### config.mk
export PLATFORM = sky130hd
export DESIGN_NAME = esc_setup_regs
export DESIGN_NICKNAME = d
export VERILOG_FILES = /design/src/rtl/esc_pkg.sv /design/src/rtl/esc_setup_regs.sv
export SDC_FILE = /design/constraint.sdc
export NUM_CORES = 1
export LEC_CHECK = 0
export ABC_AREA = 1
export BUFFER_PORTS_ARGS = -buffer_cell sky130_fd_sc_hd__buf_4
export CORE_UTILIZATION = 51
export DETAILED_ROUTE_END_ITERATION = 7
export GPL_ROUTABILITY_DRIVEN = 0
export MAX_ROUTING_LAYER = met4
export PLACE_DENSITY = 0.89
export SLEW_MARGIN = 20
export SYNTH_ARGS = -nofsm -noshare
export SYNTH_HDL_FRONTEND = slang
export SYNTH_SLANG_ARGS = --single-unit
### constraint.sdc
create_clock -name clock -period 1.94 [get_ports clock]
set_clock_uncertainty 0.05 [all_clocks]
set_input_delay 0.291 -clock clock [delete_from_list [all_inputs] [get_ports clock]]
set_output_delay 0.291 -clock clock [all_outputs]
set_load 0.02 [all_outputs]
### src/rtl/esc_pkg.sv
package esc_pkg;

  // Configuration indices
  localparam logic [7:0] IDX_PAR_SERIAL = 8'h04;
  localparam logic [7:0] IDX_FDC_IDE = 8'h05;
  localparam logic [7:0] IDX_DRIVE_TYPE = 8'h06;

  // Power-up values
  localparam logic [7:0] RST_PAR_SERIAL = 8'h00;
  localparam logic [7:0] RST_FDC_IDE = 8'h00;
  localparam logic [7:0] RST_DRIVE_TYPE = 8'hff;

  // Writable bits; the rest read as zero
  localparam logic [7:0] MASK_PAR_SERIAL = 8'h7f;
  localparam logic [7:0] MASK_FDC_IDE = 8'h7c;

  // Parallel and serial extended setup fields
  localparam int POS_PAR_MODE = 0;
  localparam int POS_PAR_FLOPPY = 2;
  localparam int POS_UART_ONE_DIV12 = 4;
  localparam int POS_UART_TWO_DIV12 = 5;
  localparam int POS_EPP_TYPE = 6;

  // Floppy and IDE extended setup fields
  localparam int POS_NON_BURST = 2;
  localparam int POS_DENSEL = 3;
  localparam int POS_SWAP = 5;
  localparam int POS_EXT_FOUR = 6;

  localparam logic [1:0] PAR_SPP = 2'h0;
  localparam logic [1:0] PAR_EPP_SPP = 2'h1;
  localparam logic [1:0] PAR_ECP = 2'h2;
  localparam logic [1:0] PAR_ECP_EPP = 2'h3;

  localparam logic [1:0] PFD_OPT_ONE = 2'h1;
  localparam logic [1:0] PFD_OPT_TWO = 2'h2;

  localparam logic [1:0] DENSEL_FORCE_HIGH = 2'h2;
  localparam logic [1:0] DENSEL_FORCE_LOW = 2'h3;

  localparam logic [2:0] ECR_MODE_SPP = 3'h0;
  localparam logic [2:0] ECR_MODE_EPP = 3'h4;

  // UART clock dividers
  localparam logic [3:0] UART_DIV_STD = 4'hd;
  localparam logic [3:0] UART_DIV_MUSIC = 4'hc;

  typedef enum logic [1:0] {
    OP_SPP,
    OP_EPP,
    OP_ECP
  } esc_op_mode_t;

  // Request from the floppy core: selected drive and motor lines
  typedef struct packed {
    logic [1:0] driveIdx;
    logic driveActive;
    logic [3:0] motorOn;
  } esc_fdc_sel_t;

endpackage : esc_pkg

### src/rtl/esc_setup_regs.sv
// Summary of operation
// - Parallel-serial setup at index 04h, resets 00h
// - Bits 1:0 select parallel port mode
// - Bit 4: first UART divides 13 or 12
// - Bit 5: second UART divides 13 or 12
// - Bit 6 selects EPP 1.9 or 1.7
// - ECP+EPP mode: ecr mode 100 gives EPP
// - ECP modes: ecr mode 000 gives SPP
// - Divide-by-12 yields music rate within one percent
// - Floppy-IDE setup at index 05h, resets 00h
// - Bits 1:0 and 7 read zero, ignore writes
// - Bit 2 selects burst or non-burst DMA
// - Non-burst with the FIFO on: request and interrupt pulse per byte
// - Bit 5 swaps drive and motor 0,1
// - Bit 6 emits encoded selects for four drives
// - Drive-type register at index 06h, resets FFh
// - Drive-type register holds four drive codes
module esc_setup_regs (
  input wire logic clock,
  input wire logic sys_rst,
  input wire logic cfgMode,
  input wire logic idxWr,
  input wire logic dataWr,
  input wire logic dataRd,
  input wire logic [7:0] wrData,
  output logic [7:0] rdData,
  output logic [7:0] configIndexRegister,
  output logic [1:0] parMode,
  output logic parPinFloppyOptOne,
  output logic parPinFloppyOptTwo,
  output logic eppVersion17,
  input wire logic ecrModeWr,
  input wire logic [2:0] ecrMode,
  output esc_pkg::esc_op_mode_t parOpMode,
  output logic uartOneDiv12Select,
  output logic uartTwoDiv12Select,
  output logic [1:0] uartClkTick,
  input wire logic fifoEnabled,
  input wire logic fdcDmaReqIn,
  input wire logic fdcIrqIn,
  input wire logic fdcByteDone,
  output logic floppyDmaRequest,
  output logic floppyInterruptRequest,
  input wire logic denselIn,
  output logic densel,
  input esc_pkg::esc_fdc_sel_t fdcSel,
  output logic [1:0] driveSelect,
  output logic [1:0] motorSelect,
  output logic externalFourDriveDecode,
  output logic [7:0] driveTypes
);
  import esc_pkg::*;

  //////////////////////////////////////////////////////////////////////////////
  // Configuration registers

  logic [7:0] index_r, index_nxt;
  logic [7:0] parSerial_r, parSerial_nxt;
  logic [7:0] fdcIde_r, fdcIde_nxt;
  logic [7:0] drvType_r, drvType_nxt;
  logic [7:0] rdData_r, rdData_nxt;
  esc_op_mode_t opMode_r, opMode_nxt;
  logic [1:0] pfd_r, pfd_nxt;
  logic ecpBased;

  assign ecpBased = parSerial_r[POS_PAR_MODE + 1];
  always_comb
  begin
    index_nxt = index_r;
    parSerial_nxt = parSerial_r;
    fdcIde_nxt = fdcIde_r;
    drvType_nxt = drvType_r;
    rdData_nxt = rdData_r;
    opMode_nxt = opMode_r;
    if (cfgMode && idxWr)
      index_nxt = wrData;
    // Outside configuration mode the data port does nothing
    if (cfgMode && dataWr)
      case (index_r)
        IDX_PAR_SERIAL: parSerial_nxt = wrData & MASK_PAR_SERIAL;
        IDX_FDC_IDE: fdcIde_nxt = wrData & MASK_FDC_IDE;
        IDX_DRIVE_TYPE: drvType_nxt = wrData;
        default: ;
      endcase
    if (cfgMode && dataRd)
      case (index_r)
        IDX_PAR_SERIAL: rdData_nxt = parSerial_r;
        IDX_FDC_IDE: rdData_nxt = fdcIde_r;
        IDX_DRIVE_TYPE: rdData_nxt = drvType_r;
        default: rdData_nxt = 8'h00;
      endcase
    // Operating mode follows the setup field, then ecr writes in ECP modes
    if (cfgMode && dataWr && index_r == IDX_PAR_SERIAL)
      case (wrData[POS_PAR_MODE +: 2])
        PAR_SPP: opMode_nxt = OP_SPP;
        PAR_EPP_SPP: opMode_nxt = OP_EPP;
        default: opMode_nxt = OP_ECP;
      endcase
    else if (ecrModeWr && ecpBased)
      if (ecrMode == ECR_MODE_SPP)
        opMode_nxt = OP_SPP;
      else if (ecrMode == ECR_MODE_EPP && parSerial_r[POS_PAR_MODE +: 2] == PAR_ECP_EPP)
        opMode_nxt = OP_EPP;
      else
        opMode_nxt = OP_ECP;
    // Decoded ahead of the flop so the pin-floppy outputs leave registered
    pfd_nxt[0] = parSerial_nxt[POS_PAR_FLOPPY +: 2] == PFD_OPT_ONE;
    pfd_nxt[1] = parSerial_nxt[POS_PAR_FLOPPY +: 2] == PFD_OPT_TWO;
  end

  always_ff @(posedge clock)
  begin
    if (sys_rst)
    begin
      index_r <= 8'h00;
      parSerial_r <= RST_PAR_SERIAL;
      fdcIde_r <= RST_FDC_IDE;
      drvType_r <= RST_DRIVE_TYPE;
      rdData_r <= 8'h00;
      opMode_r <= OP_SPP;
      pfd_r <= 2'h0;
    end
    else
    begin
      index_r <= index_nxt;
      parSerial_r <= parSerial_nxt;
      fdcIde_r <= fdcIde_nxt;
      drvType_r <= drvType_nxt;
      rdData_r <= rdData_nxt;
      opMode_r <= opMode_nxt;
      pfd_r <= pfd_nxt;
    end
  end

  assign rdData = rdData_r;
  assign configIndexRegister = index_r;
  assign parMode = parSerial_r[POS_PAR_MODE +: 2];
  assign parPinFloppyOptOne = pfd_r[0];
  assign parPinFloppyOptTwo = pfd_r[1];
  assign eppVersion17 = parSerial_r[POS_EPP_TYPE];
  assign parOpMode = opMode_r;
  assign uartOneDiv12Select = parSerial_r[POS_UART_ONE_DIV12];
  assign uartTwoDiv12Select = parSerial_r[POS_UART_TWO_DIV12];
  assign externalFourDriveDecode = fdcIde_r[POS_EXT_FOUR];
  assign driveTypes = drvType_r;

  //////////////////////////////////////////////////////////////////////////////
  // UART clock prescalers, one per port
  // Wrap on >= so a divider change mid-period never runs the count out

  logic [1:0] div12Sel;
  assign div12Sel = {parSerial_r[POS_UART_TWO_DIV12], parSerial_r[POS_UART_ONE_DIV12]};

  genvar gu;
  generate
    for (gu = 0; gu < 2; gu++)
    begin : g_uart_div
      logic [3:0] cnt_r, cnt_nxt;
      logic tick_r, tick_nxt;
      logic [3:0] lastCnt;
      always_comb
      begin
        lastCnt = (div12Sel[gu] ? UART_DIV_MUSIC : UART_DIV_STD) - 4'h1;
        tick_nxt = cnt_r >= lastCnt;
        cnt_nxt = tick_nxt ? 4'h0 : cnt_r + 4'h1;
      end
      always_ff @(posedge clock)
      begin
        if (sys_rst)
        begin
          cnt_r <= 4'h0;
          tick_r <= 1'b0;
        end
        else
        begin
          cnt_r <= cnt_nxt;
          tick_r <= tick_nxt;
        end
      end
      assign uartClkTick[gu] = tick_r;
    end
  endgenerate

  //////////////////////////////////////////////////////////////////////////////
  // Floppy DMA request and interrupt shaping

  logic nonBurst;
  logic [1:0] fdcLineIn;
  logic [1:0] fdcLineOut;
  assign nonBurst = fdcIde_r[POS_NON_BURST] && fifoEnabled;
  assign fdcLineIn = {fdcIrqIn, fdcDmaReqIn};

  genvar gl;
  generate
    for (gl = 0; gl < 2; gl++)
    begin : g_fdc_line
      logic armed_r, armed_nxt;
      logic out_r, out_nxt;
      // One strobe per byte; re-armed by the byte completion or the line dropping
      always_comb
      begin
        armed_nxt = armed_r;
        if (!nonBurst)
        begin
          out_nxt = fdcLineIn[gl];
          armed_nxt = 1'b1;
        end
        else
        begin
          out_nxt = fdcLineIn[gl] && armed_r;
          if (out_nxt)
            armed_nxt = 1'b0;
          if (fdcByteDone || !fdcLineIn[gl])
            armed_nxt = 1'b1;
        end
      end
      always_ff @(posedge clock)
      begin
        if (sys_rst)
        begin
          armed_r <= 1'b1;
          out_r <= 1'b0;
        end
        else
        begin
          armed_r <= armed_nxt;
          out_r <= out_nxt;
        end
      end
      assign fdcLineOut[gl] = out_r;
    end
  endgenerate

  assign floppyDmaRequest = fdcLineOut[0];
  assign floppyInterruptRequest = fdcLineOut[1];

  //////////////////////////////////////////////////////////////////////////////
  // Drive select, motor and density outputs

  logic [1:0] drvSel_r, drvSel_nxt;
  logic [1:0] motor_r, motor_nxt;
  logic densel_r, densel_nxt;
  logic [1:0] swIdx;
  logic swap;
  assign swap = fdcIde_r[POS_SWAP];

  always_comb
  begin
    swIdx = fdcSel.driveIdx;
    if (swap && !fdcSel.driveIdx[1])
      swIdx = {1'b0, ~fdcSel.driveIdx[0]};
    motor_nxt = swap ? {fdcSel.motorOn[0], fdcSel.motorOn[1]} : fdcSel.motorOn[1:0];
    if (fdcIde_r[POS_EXT_FOUR])
    begin
      // Encoded index for an outside 2-to-4 decoder; idle shows 00
      drvSel_nxt = fdcSel.driveActive ? swIdx : 2'h0;
    end
    else
    begin
      // Internal decode reaches drives 0 and 1 only
      drvSel_nxt = 2'h0;
      if (fdcSel.driveActive && !swIdx[1])
        drvSel_nxt[swIdx[0]] = 1'b1;
    end
    case (fdcIde_r[POS_DENSEL +: 2])
      DENSEL_FORCE_HIGH: densel_nxt = 1'b1;
      DENSEL_FORCE_LOW: densel_nxt = 1'b0;
      default: densel_nxt = denselIn;
    endcase
  end

  always_ff @(posedge clock)
  begin
    if (sys_rst)
    begin
      drvSel_r <= 2'h0;
      motor_r <= 2'h0;
      densel_r <= 1'b0;
    end
    else
    begin
      drvSel_r <= drvSel_nxt;
      motor_r <= motor_nxt;
      densel_r <= densel_nxt;
    end
  end

  assign driveSelect = drvSel_r;
  assign motorSelect = motor_r;
  assign densel = densel_r;

  //////////////////////////////////////////////////////////////////////////////
  // Checks

  a_par_reset: assert property (@(posedge clock) sys_rst |=> parSerial_r == 8'h00)
    else $error("parallel-serial setup not cleared by reset");
  a_drvtype_reset: assert property (@(posedge clock) sys_rst |=> driveTypes == 8'hff)
    else $error("drive type not FF after reset");
  a_write_gate: assert property (@(posedge clock) disable iff (sys_rst)
    !cfgMode |=> $stable(parSerial_r) && $stable(fdcIde_r) && $stable(drvType_r))
    else $error("register changed outside configuration mode");
  a_ro_bits_zero: assert property (@(posedge clock) disable iff (sys_rst)
    cfgMode && dataRd && index_r == 8'h05 |=> rdData[1:0] == 2'h0 && !rdData[7])
    else $error("read-only bits not zero");
  // A period is 12 or 13 clocks, the changeover period included
  a_div_period: assert property (@(posedge clock) disable iff (sys_rst)
    uartClkTick[0] |=> (!uartClkTick[0]) [*8] ##[4:5] uartClkTick[0])
    else $error("first UART divider period wrong");
  // Only the select seen at count 11 decides whether the period ends at 12
  a_div12_exact: assert property (@(posedge clock) disable iff (sys_rst)
    uartClkTick[1] ##11 div12Sel[1] |=> uartClkTick[1])
    else $error("second UART divide-by-12 period broken");
  a_nonburst_pulse: assert property (@(posedge clock) disable iff (sys_rst)
    nonBurst && floppyDmaRequest && !fdcByteDone && !$past(fdcByteDone) && $stable(nonBurst)
    |=> !floppyDmaRequest)
    else $error("non-burst request held over two cycles");
  a_burst_follow: assert property (@(posedge clock) disable iff (sys_rst)
    !nonBurst |=> floppyDmaRequest == $past(fdcDmaReqIn))
    else $error("burst request does not follow core");
  a_densel_force: assert property (@(posedge clock) disable iff (sys_rst) fdcIde_r[4:3] == 2'h3 |=> !densel)
    else $error("density select not forced low");
  a_swap_drive: assert property (@(posedge clock) disable iff (sys_rst)
    swap && !fdcIde_r[6] && fdcSel.driveActive && fdcSel.driveIdx == 2'h0 |=> driveSelect == 2'h2)
    else $error("drive 0 not swapped to 1");
  a_ecr_epp: assert property (@(posedge clock) disable iff (sys_rst)
    ecrModeWr && ecrMode == 3'h4 && parMode == 2'h3 && !(cfgMode && dataWr) |=> parOpMode == OP_EPP)
    else $error("ecr mode 100 did not select EPP");
  a_ecr_spp: assert property (@(posedge clock) disable iff (sys_rst)
    ecrModeWr && ecrMode == 3'h0 && parMode[1] && !(cfgMode && dataWr) |=> parOpMode == OP_SPP)
    else $error("ecr mode 000 did not select SPP");

  c_ecr_epp: cover property (@(posedge clock) disable iff (sys_rst) parOpMode == OP_ECP ##1 parOpMode == OP_EPP);
  c_nonburst: cover property (@(posedge clock) disable iff (sys_rst) nonBurst && floppyDmaRequest);
  c_ext_decode: cover property (@(posedge clock) disable iff (sys_rst) externalFourDriveDecode && driveSelect == 2'h3);

endmodule : esc_setup_regs

# Word level (Yosys, flattened, before mapping)
# Cells that the tools add are included.
classes:
  n_lt_le_gt_ge: 4
  eq_ne: 10
  n_addsub: 4
  bitwise: 2
  reduce_logical: 28
  muxes: 20
op_table:
  columns: ["op", "n"]
  rows:
  - ["$eq A8 B3 Y1 const B", 3]
  - ["$pmux W8 S3", 1]
  - ["$mux W2", 9]
  - ["$logic_and A1 B1 Y1", 12]
  - ["$add A4 B1 Y4 const B", 2]
  - ["$eq A2 B2 Y1 const B", 4]
  - ["$ge A4 B4 Y1", 2]
  - ["$mux W4", 2]
  - ["$sub A3 B2 Y4 const B", 2]
  - ["$reduce_and A2 Y1", 3]
  - ["$reduce_or A3 Y1", 2]
  - ["$mux W1", 5]
  - ["$eq A2 B1 Y1 const B", 2]
  - ["$logic_not A1 Y1", 4]
  - ["$pmux W2 S2", 1]
  - ["$reduce_or A2 Y1", 2]
  - ["$eq A3 B3 Y1 const B", 1]
  - ["$logic_not A3 Y1", 1]
  - ["$logic_not A2 Y1", 1]
  - ["$logic_or A1 B1 Y1", 2]
  - ["$lt A1 B2 Y1 const B", 1]
  - ["$not A1 Y1", 2]
  - ["$pmux W1 S2", 1]
  - ["$reduce_bool A2 Y1", 1]
  - ["other kinds (2)", 2]
word_totals:
  word_cells: 87
  out_inout_bits: 43
  register_bits: 59

# Depth between registers and ports, before layout
# Gate-level depths: netlist of the first run.
logic_depth:
  ltp_word: 9
  mapped_depth: 9
  ltp_nobuf: 9

# Worst setup path before layout of the first run
# No wires, ideal clock.
synth_timing:
  path_type: "reg2reg"
  startpoint: "register parSerial_r[4]"
  endpoint: "register g_uart_div[0].cnt_r[0]"
  required_time_ns: 1.825
  path_stages_with_launch: 7
  arrival_time_ns: 1.429
  period_less_slack_ns: 1.543
  setup_ns: 0.065
  path_slack_ns: 0.397
  n_path_buf: 0
  cell_sequence: "dfxtp_1 inv_1 ha_1 a21oi_1 o211ai_1 or2_1 nor2_1"
synth_via:
  elab_chain_len: 4
synth_lines:
  columns: ["element", "line_no", "rtl"]
  rows:
  - ["from (decl)", "esc_setup_regs.sv:58", "logic [7:0] parSerial_r, parSerial_nxt;"]
  - ["from (signal assigned)", "esc_setup_regs.sv:126", "parSerial_r <= parSerial_nxt;"]
  - ["$mux W1", "esc_setup_regs.sv:163", "lastCnt = (div12Sel[gu] ? UART_DIV_MUSIC : UART_DIV_STD) - 4'h1;"]
  - ["$sub A3 B2 Y4", "esc_setup_regs.sv:163", null]
  - ["$ge A4 B4 Y1", "esc_setup_regs.sv:164", "tick_nxt = cnt_r >= lastCnt;"]
  - ["$reduce_or A2 Y1 (no source line)", null, null]
  - ["to (signal assigned)", "esc_setup_regs.sv:176", "cnt_r <= cnt_nxt;"]
  - ["to (decl)", "esc_setup_regs.sv:158", "logic [3:0] cnt_r, cnt_nxt;"]
# Every way passes these cells.
# A chain may end at the register's enable or synchronous reset.

# Final worst setup path of the first run
layout_timing:
  startpoint: "register parSerial_r[5]"
  endpoint: "register g_uart_div[1].cnt_r[0]"
layout_via:
  elab_chain_len: 4
layout_lines:
  columns: ["element", "line_no"]
  rows:
  - ["$mux W1", "esc_setup_regs.sv:163"]
  - ["$sub A3 B2 Y4", "esc_setup_regs.sv:163"]
  - ["$ge A4 B4 Y1", "esc_setup_regs.sv:164"]
  - ["$reduce_or A2 Y1 (no source line)", null]
  - ["to (signal assigned)", "esc_setup_regs.sv:176"]
  - ["to (decl)", "esc_setup_regs.sv:158"]
# Every way passes these cells.

==> summary.md, run 1 <==
| Metric | Value |
|---|---|
| Slew HR | between 60% and 70% |
| Power Dens Cells | around 800 nW/um2 |
| Antenna Nets Post-Route | 0 |
| Distinct cells, synth | 29 |
| Nets | 435 |
| Ant. Diodes | 0 |
| Crit path launch type | register |
| Critical-path top delay cell | dfxtp_1 |
| Largest cells by area after synthesis | dfxtp_1 46%, nand2_1 9.4%, nand3_1 7.2%, a21oi_1 5.8%, nor2_1 4.2% |
| Syn avg cell area | 7.861 um2 |
| Sw Pwr | 704.4 uW |
| Overall routing resource usage | 25.14% |
| CTS tree | done |
| Placed Cells | 453 |
| Core Rows | 25 |
| Mapped Area | 2586 um2 |
| Clk Latency, worst-skew pair | 0.34 ns |
| Fin Setup TNS | 0 ns |
| Final setup violation count | 0 |
| Post-layout min period | 1.608 ns |
| Worst EP required | between 2 and 2.5 ns |
| Run status | completed |
| Initial antenna violation count | 0 |
| DRC Markers | 0 |
| CP max stage delay | 0.42 ns |
| Initial DRC count | 160 |
| Average routed wire per standard cell | between 10 and 15 um |
| Vias | 2376 |
| Fin. Hold Viols | 0 |
| Total clock sinks | 59 |
| Post-synth top area share | 45.67% |
| Largest fanout on the critical path | 5 |
| PnR worst setup slack | approximately 0.33 ns |
| Cts hold-fix bufs | 0 |
| Pre-CTS WS | approximately 0.36 ns |
| Critical path class | register to register |
| Internal | between 1.5 and 2 mW |
| RSZ-0062 raised after global routing | no |
| Reg power frac | around 48% |
| Period utilization | between 80 and 90% |
| Switching Share | 26.59% |
| Critical path capture point type | register |
| Root Buffer | clkbuf_8 |
| Grt ovf | 0 |
| Core Area | 4786 um2 |
| Clock-pin slew on the worst setup and hold paths | 0.07 ns |
| Cell Chain, Critical Path | inv_1, ha_1, a21oi_1, o211ai_1, or2_1, nor2_1 |
| Mapped Cells | 329 |
| Total chip power | 2.649 mW |
| Finished Layout Cells | 469 |
| Clk pwr share | 41.2% |
| Fraction of layout cells with a size suffix above 1 | roughly 28% |
| Comb power frac | 10.9% |
| Largest net degree at the start of global routing | 36 |
| Hpwl dp | 4383 um |
| Yosys warns | 0 |
| Post-CTS Resized | 0 |
| I/O pin total | 73 |
| Num CTS Buffers | 9 |
| Final wirelength | 6066 um |
| Post-Syn Nets | about 370 |
| Reg2Reg Setup Slack | 0.33 ns |
| Max Cap Viol | 0 |
| Synth area leader | dfxtp_1 |
| Vias in the first global route | 2223 |
| Die Wd | approximately 73 um |
| Number of synthesized register bits | 59 |
| Worst-Margin Slew | 0.5543 ns |
| Area Growth Syn to Fin | 27.91% |
| Vias per std cell | 5.066 |
| Clock Path Buffers | 2 |
| Max Slew Vio Count | 0 |
| Initial Util | 54.04% |
| Die Area | 5360 um2 |
| Max frequency | 0.6221 GHz |
| HP Class | input port to register |
| Worst VDD drop | 0.6416 mV |
| Drt first pass iters | 6 |
| Fin Hold WS | 0.1042 ns |
| H-Tree Depth | 3 |
| Seq/Total Area, Yosys | 45.67% |
| P_leak | 1.541 nW |
| Buffers on Ports | 70 |
| Worst EP arrival | 1.83 ns |
| Post-CTS Setup Repair Bufs | 0 |
| Die H | 73.21 um |
| First-pass GRT wire length | 9784 um |
## synth_stat cells
library cell   n
ha_1           8
buf_4          6
inv_4          1
inv_2          9
nand2_1       65
xor2_1         2
nand2_4        2
dfxtp_1       59
o21ai_1       13
xnor2_1        2
o21bai_1       1
o211ai_2       1
buf_6          1
nor2_4         3
o21ai_0       11
or2_1          3
nand3_1       37
nor2_1        29
buf_1          1
nor2_8         3
nand4_1        4
buf_2          1
nand3_2        1
o211ai_1       2
clkbuf_1       4
inv_1         25
nand3_4        1
a21oi_1       30
nand2_2        4
## layout make-up
type | instances | area [um2]
fill | 399 | 1478
multi-input combinational | 222 | 1191
sequential | 59 | 1181
timing repair buffer | 70 | 525.5
inverter | 35 | 133.9
clock buffer | 9 | 123.9
tap | 67 | 83.83
clock inverter | 7 | 68.82
## sequential cells by signal, summed over array words and instances, names as in the netlist
register	cells
fdcIde_r	5
driveSelect	2
g_uart_div.tick_r	2
g_uart_div.cnt_r	8
g_fdc_line.armed_r	2
configIndexRegister	8
floppyInterruptRequest	1
floppyDmaRequest	1
pfd_r	2
rdData	8
motorSelect	2
parSerial_r	7
driveTypes	8
parOpMode	2
densel	1
## through the flow
stage / util [%] / instance area, um2
after global placement: 65.10 / 3115
after floorplan: - / 2586
final: 69.12 / 3308
after detailed placement: 65.10 / 3115
after global routing: 69.12 / 3308
after CTS: 69.12 / 3308
## worst max-delay path: cells and delay by family (launching register included)
kind	cells	cell delay, ns
AOI/OAI and AO/OA	2	0.30
adders and majority gates	1	0.32
buffers and inverters	1	0.09
DFF	1	0.42
and+or+nand+nor	2	0.36
## layout by cell type (no fill, tap or decap), drive strengths merged, types with 8 or more instances in the layout
master   n
inv     35
clkbuf   9
nand2   71
a21oi   30
ha       8
dfxtp   59
nand3   39
buf     70
o21ai   24
nor2    35
## power groups by stage
stage	combinational [mW]	clock (mW)	sequential (mW)
final	0.289	1.09	1.27
after global routing	0.315	1.16	1.27
after detailed placement	0.287	0	1.30
after CTS	0.290	1.10	1.27
after floorplan	0.155	0	1.32
after global placement	0.278	0	1.29
## cells by family after synthesis
group	share of synthesized area [%]
compound gates	11.80
xor+xnor	1.355
fa+ha+maj	3.870
buf+inv	8.272
flops	45.67
simple gates	29.03
## layer usage
layer / wire [um] / track usage (%) / vias to the layer above
met1: 2542 / 29.20 / 1077
met4: 155 / 11.76 / 0
met3: 317 / 6.630 / 17
met5: 0 / - / -
met2: 3052 / 40.43 / 74
li1: - / - / 1208
## final timing paths
path / startpoint / end / depth (start not counted)
max reg2reg: parSerial_r[5] / g_uart_div[1].cnt_r[0] / 6
min reg2reg: fdcIde_r[3] / fdcIde_r[3] / 2
min: fdcIrqIn / g_fdc_line[1].armed_r / 2
max: parSerial_r[5] / g_uart_div[1].cnt_r[0] / 6
Note: power is estimated with default switching activity, not from simulation.
==> run 2, diff against run 1 <==
--- a/config.mk
+++ b/config.mk
@@ -5,7 +5,7 @@
 export SDC_FILE = /design/constraint.sdc
 export NUM_CORES = 1
 export LEC_CHECK = 0
-export ABC_AREA = 1
+export ABC_AREA = 0
 export BUFFER_PORTS_ARGS = -buffer_cell sky130_fd_sc_hd__buf_4
 export CORE_UTILIZATION = 51
 export DETAILED_ROUTE_END_ITERATION = 7
==> constraint.sdc (replaced) <==
create_clock -name clock -period 1.5 [get_ports clock]
set_clock_uncertainty 0.05 [all_clocks]
set_input_delay 0.225 -clock clock [delete_from_list [all_inputs] [get_ports clock]]
set_output_delay 0.225 -clock clock [all_outputs]
set_load 0.02 [all_outputs]
==> run 2 against run 1 <==
Net effect:
- the run now ends with negative setup slack left
- hold slack worse by 0.054 ns
- cell count is 4.5% lower
- flip-flop and latch count stayed put
- critical path type unchanged
- largest cell class unchanged
- highest routed layer unchanged
==> summary.md, run 2 <==
| Metric | Value |
|---|---|
| Run status | finished with violations |
| Violated checks | negative setup slack |
| Crit path launch type | register |
| Initial antenna violation count | 0 |
| Worst-Margin Slew | 0.5738 ns |
| Largest cells by area after synthesis | dfxtp_1 46%, mux2i_1 8.1%, nor2_1 5.2%, ha_1 3.9%, a21oi_1 3.5% |
| Yosys warns | 0 |
| Critical-path top delay cell | or4b_4 |
| Cell area after layout | approximately 3700 um2 |
| Area Growth Syn to Fin | 41.88% |
| Num CTS Buffers | 9 |
| Placed Cells | 424 |
| Reg2Reg Setup Slack | -0.24 ns |
| I/O pin total | 73 |
| Vias in the first global route | 2346 |
| Fin Hold WS | ~0.05 ns |
| Initial DRC count | 87 |
| P_leak | 1.578 nW |
| Final setup violation count | 34 |
| Crit path from | configIndexRegister[5] |
| Syn avg cell area | 9.274 um2 |
| Fin. Hold Viols | 0 |
| Antenna Nets Post-Route | 0 |
| Period utilization | 115.7% |
| Post-Syn Nets | 317 |
| Critical path class | register to register |
| Mapped Cells | 279 |
| DP Area | about 3300 um2 |
| Most frequent cells in the layout | 96 x buf_4, 50 x dfxtp_1, 33 x nor2_1 |
| Util after Layout | between 70 and 80% |
| H-Tree Depth | 3 |
| Initial Util | 53.71% |
| Worst EP required | 1.65 ns |
| Asr flop ratio synth | 0% |
| Average routed wire per standard cell | 15.43 um |
| CP endpoint | parSerial_r[3] |
| Crit-path leading delay family | simple AND/OR/NAND/NOR gates |
| Fraction of layout cells with a size suffix above 1 | between 30% and 40% |
| Die Wd | about 73 um |
| Reg-to-reg startpoint | configIndexRegister[5] |
| Die H | between 70 and 80 um |
| Largest fanout on the critical path | 8 |
| Worst EP arrival | 1.89 ns |
| Main synth FF type | dfxtp_1 |
| Post-synth top cells | 59 x dfxtp_1, 36 x nor2_1, 21 x mux2i_1, 19 x nand2_1, 18 x a21oi_1 |
| Buf+Inv Stages, Crit Path | 1 |
| Slew HR | 61.75% |
| Max Cap Viol | 0 |
| First-pass GRT wire length | 10520 um |
| Die Area | 5363 um2 |
| Clock Path Buffers | 2 |
| Seq/Total Area, Yosys | a little under half |
| Max Slew Vio Count | 0 |
| Pre-CTS WS | -0.2236 ns |
| Total chip power | between 3 and 4 mW |
| Vias per std cell | 5.480 |
| Worst VDD drop | 0.6963 mV |
| Synth area leader | dfxtp_1 |
| Ant. Diodes | 0 |
| Max frequency | slightly below 0.6 GHz |
| Clock-pin slew on the worst setup and hold paths | 0.06 ns |
| Grt ovf | 0 |
| Core Rows | 25 |
| Critical path capture point type | register |
| Core Area | slightly below 5000 um2 |
| Clk Latency, worst-skew pair | between 0.3 and 0.4 ns |
| Post-layout min period | 1.735 ns |
| Number of enable flip-flop cells after synthesis | 0 |
| Mapped Area | 2587 um2 |
| Top-count cell post-synth | dfxtp_1 |
| Nets | 414 |
| Post-synth top area share | 45.65% |
| Vias | around 2500 |
| Final wirelength | around 7000 um |
| Power Dens Cells | 897.4 nW/um2 |
| R2R Path End | parSerial_r[3] |
| DRC Markers | 0 |
| Filler Cells Inserted | 352 |
| Root Buffer | clkbuf_8 |
| HP Class | input port to register |
| PnR worst setup slack | -0.2352 ns |
| Min-delay src | fdcByteDone |
| CP max stage delay | 0.57 ns |
| Most common cell after layout, fill and taps aside | buf_4 |
| Total clock sinks | 59 |
| Finished Layout Cells | 448 |
| Buffers on Ports | 70 |
| Cell Chain, Critical Path | or4b_4, nor4_4, buf_6, mux2i_1, nor2_1 |
| FF-to-FF path depth | 5 |
| Distinct cells, synth | 38 |
| RSZ-0062 raised after global routing | yes |
| Fin Setup TNS | -4.116 ns |
| Drt first pass iters | 4 |
| Critical Path Stages | 5 |
| Number of synthesized register bits | 59 |
| Hpwl dp | ~4600 um |
| Overall routing resource usage | between 20 and 30% |
| CTS tree | done |
| Largest net degree at the start of global routing | 58 |
-- run 2: cell types whose count changed after synthesis, sizes merged, moves of 8 or more --
cell,before,now
nand2,71,19
nand3,39,10
o21ai,24,2
mux2i,0,21
inv,35,15
a21oi,30,18
a211o,0,8
clkbuf,4,12
-- run 2: how the worst min path moves through the flow --
stage | to | slack, ns | depth (start not counted)
after global placement | g_fdc_line[0].armed_r | 0.34 | 2
after floorplan | g_fdc_line[0].armed_r | 0.24 | 1
final | g_fdc_line[0].armed_r | 0.05 | 3
after CTS | g_fdc_line[0].armed_r | 0.04 | 3
after detailed placement | g_fdc_line[1].armed_r | 0.35 | 2
after global routing | g_fdc_line[1].armed_r | 0.05 | 3
-- run 2: worst min-delay path, stage by stage --
cell     delay (ns)
buf_4          0.08
nor3_1         0.04
nand2_1        0.06
-- run 2: cell families (layout without fill, tap and decap cells) --
family	Yosys count	in the layout	share of synthesized area, %
compound gates	53	53	14.89
mux	21	21	8.124
buf+inv	34	136	5.850
fa+ha+maj	8	8	3.869
flops	59	59	45.65
simple gates	98	98	19.58
xor+xnor	6	6	2.031
-- run 2: cell type report --
type	count	area, um2	share of cell area, %
Multi-Input combinational cell	186	1341	36.54
Sequential cell	59	1197	32.62
Timing Repair Buffer	105	819.5	22.32
Clock buffer	14	162.7	4.431
Tap cell	67	83.83	2.284
Inverter	15	56.30	1.534
Clock inverter	2	10.01	0.2727
-- run 2: where the power goes --
part           internal [mW]  total [mW]  switching (mW)
combinational          0.187       0.390           0.203
clock                  0.686        1.27           0.588
sequential              1.60        1.63          0.0285
total                   2.47        3.29           0.820
-- run 2: repair_timing --
| item | CTS | global route |
|---|---|---|
| hold endpoints to repair | 2 | 0 |
| setup endpoints to repair | 38 | 41 |
| hold buffers | 2 | 0 |
| cloned | 1 | 0 |
| pin swaps | 10 | 10 |
| setup buffers | 5 | 0 |
| gates resized for setup | 12 | 18 |
-- run 2: metal layers --
layer	vias up	global-route usage (%)	routed length (um)
met5	-	-	0
met4	0	15.90	250
met3	26	7.735	424
met2	92	45.27	3527
met1	1169	29.45	2711
li1	1168	-	-
==> run 3, diff against run 2 <==
--- a/config.mk
+++ b/config.mk
@@ -10,7 +10,7 @@
 export CORE_UTILIZATION = 51
 export DETAILED_ROUTE_END_ITERATION = 7
 export GPL_ROUTABILITY_DRIVEN = 0
-export MAX_ROUTING_LAYER = met4
+export GPL_TIMING_DRIVEN = 0
 export PLACE_DENSITY = 0.89
 export SLEW_MARGIN = 20
 export SYNTH_ARGS = -nofsm -noshare
==> run 3 against run 2 <==
Net effect:
- the run still ends with negative setup slack left
- sequential power hardly changed
- hold slack worse by 0.038 ns
- critical endpoint is now parSerial_r[5]
- routed wire length is 9.5% higher
- maximum frequency is 8.7% lower
- highest routed layer unchanged
==> summary.md, run 3 (synthesis results as in run 2) <==
| Metric | Value |
|---|---|
| Run status | finished with violations |
| Violated checks | negative setup slack |
| Ant. Diodes | 0 |
| First-pass GRT wire length | 10950 um |
| Core Area | 4817 um2 |
| Final wirelength | 7569 um |
| Initial Util | 53.71% |
| HP Class | input port to register |
| PnR worst setup slack | -0.4008 ns |
| Fin Setup TNS | -8.020 ns |
| Vias in the first global route | between 2000 and 2500 |
| I/O pin total | 73 |
| Fin Hold WS | around 0.012 ns |
| Average routed wire per standard cell | 17.16 um |
| Largest net degree at the start of global routing | 11 |
| Initial antenna violation count | 0 |
| Internal | 2.564 mW |
| Drt first pass iters | 5 |
| Largest fanout on the critical path | 5 |
| Clock-pin slew on the worst setup and hold paths | 0.06 ns |
| Reg power frac | 48.1% |
| Initial DRC count | 204 |
| Post-layout min period | roughly 1.9 ns |
| Vias | 2532 |
| DRC Markers | 0 |
| Vias per std cell | about 5.7 |
| Overall routing resource usage | 27.81% |
| Final setup violation count | 32 |
| Sw Pwr | 836.4 uW |
| Hold path depth | 2 |
| Fin. Hold Viols | 0 |
| Worst VDD drop | roughly 0.76 mV |
| Placed Cells | roughly 420 |
| P_leak | about 1.5 nW |
| CTS tree | done |
| FF-to-FF path depth | 5 |
| Core Rows | 25 |
| Grt ovf | 0 |
| Max Cap Viol | 0 |
| Cell area after layout | 3616 um2 |
| Power Dens Cells | 940.3 nW/um2 |
| Period utilization | 126.7% |
| Critical path capture point type | register |
| Finished Layout Cells | about 440 |
| Clk Latency, worst-skew pair | 0.34 ns |
| Slew HR | 56.29% |
| Nets | around 410 |
| Buffers on Ports | 69 |
| Hpwl dp | between 4000 and 5000 um |
| Cell Chain, Critical Path | or4b_4, nor4_4, buf_6, mux2i_2, nor2_1 |
| DP Area | 3206 um2 |
| Switching Share | 24.60% |
| Filler Cells Inserted | 354 |
| Worst EP arrival | 2.04 ns |
| Die Area | 5363 um2 |
| Most common cell after layout, fill and taps aside | buf_4 |
| Clk pwr share | 40.4% |
| Worst EP required | 1.64 ns |
| CP max stage delay | 0.57 ns |
| Crit path launch type | register |
| H-Tree Depth | 3 |
| Critical-path top delay cell | or4b_4 |
| Pre-CTS WS | -0.4912 ns |
| Worst-Margin Slew | 0.6557 ns |
| Num CTS Buffers | 9 |
| Die Wd | between 70 and 80 um |
| RSZ-0062 raised after global routing | yes |
| Critical path class | register to register |
| Reg2Reg Setup Slack | -0.40 ns |
| Fraction of layout cells with a size suffix above 1 | 36.36% |
| Root Buffer | clkbuf_8 |
| Antenna Nets Post-Route | 0 |
| Max Slew Vio Count | 0 |
| Clock Path Buffers | 2 |
| Die H | 73.23 um |
| Comb power frac | 11.5% |
| Area Growth Syn to Fin | 39.75% |
| Total clock sinks | just under 60 |
| Most frequent cells in the layout | 85 x buf_4, 50 x dfxtp_1, 36 x nor2_1 |
| Max frequency | between 0.5 and 0.6 GHz |
[run 3: cell types whose count changed in the layout (fill, tap and decap cells not counted), sizes merged]
cell,delta
bufinv,+1
dlygate4sd3,-1
clkbuf,+9
buf,-16
[run 3: power by group through the flow]
stage	combinational [mW]	sequential (mW)	clock, mW
floorplan	0.159	1.69	0
global placement	0.317	1.67	0
detailed placement	0.329	1.67	0
CTS	0.355	1.63	1.37
global route	0.417	1.64	1.45
finish	0.391	1.64	1.37
[run 3: metrics by stage]
stage / util (%) / power [mW]
6_report: 75.06 / 3.400
5_1_grt: 75.06 / 3.507
4_1_cts: 72.81 / 3.361
3_5_place_dp: 66.55 / 2.000
3_3_place_gp: 66.55 / 1.986
2_1_floorplan: - / 1.848
[run 3: critical path: cells and delay by family, from the launching register on]
kind | cells | cell delay [ns]
buf+inv | 1 | 0.21
flops | 1 | 0.32
mux | 1 | 0.26
simple gates | 3 | 0.90
[run 3: per-layer routing]
metal / up-vias / routed length, um / global-route usage, %
li1: 1160 / - / -
met1: 1199 / 2879 / 30.63
met2: 145 / 3829 / 48.25
met3: 28 / 568 / 8.564
met4: 0 / 291 / 13.73
met5: - / 0 / 0
[run 3: final cells by class]
| type | count | area (um2) | share of cell area [%] |
|---|---|---|---|
| Buffer | 19 | 108.9 | 3.010 |
| Multi-Input combinational cell | 186 | 1378 | 38.10 |
| Inverter | 15 | 56.30 | 1.557 |
| Clock inverter | 3 | 40.04 | 1.107 |
| Tap cell | 67 | 83.83 | 2.318 |
| Timing Repair Buffer | 81 | 610.6 | 16.89 |
| Clock buffer | 11 | 141.4 | 3.910 |
| Sequential cell | 59 | 1197 | 33.11 |
[run 3: timing repair]
item / CTS / global route
gates resized for setup: 13 / 20
hold buffers: 0 / 1
buffers inserted: 8 / 2
gates cloned: 1 / 0
hold endpoints to repair: 0 / 1
pin swaps: 13 / 16
endpoints found under the setup margin: 41 / 39
[run 3: path summary, 6_finish.rpt]
check | end | start
hold / removal | g_fdc_line[0].armed_r | fdcDmaReqIn
setup / recovery | parSerial_r[5] | configIndexRegister[5]
setup reg to reg | parSerial_r[5] | configIndexRegister[5]
hold reg to reg | configIndexRegister[2] | configIndexRegister[2]
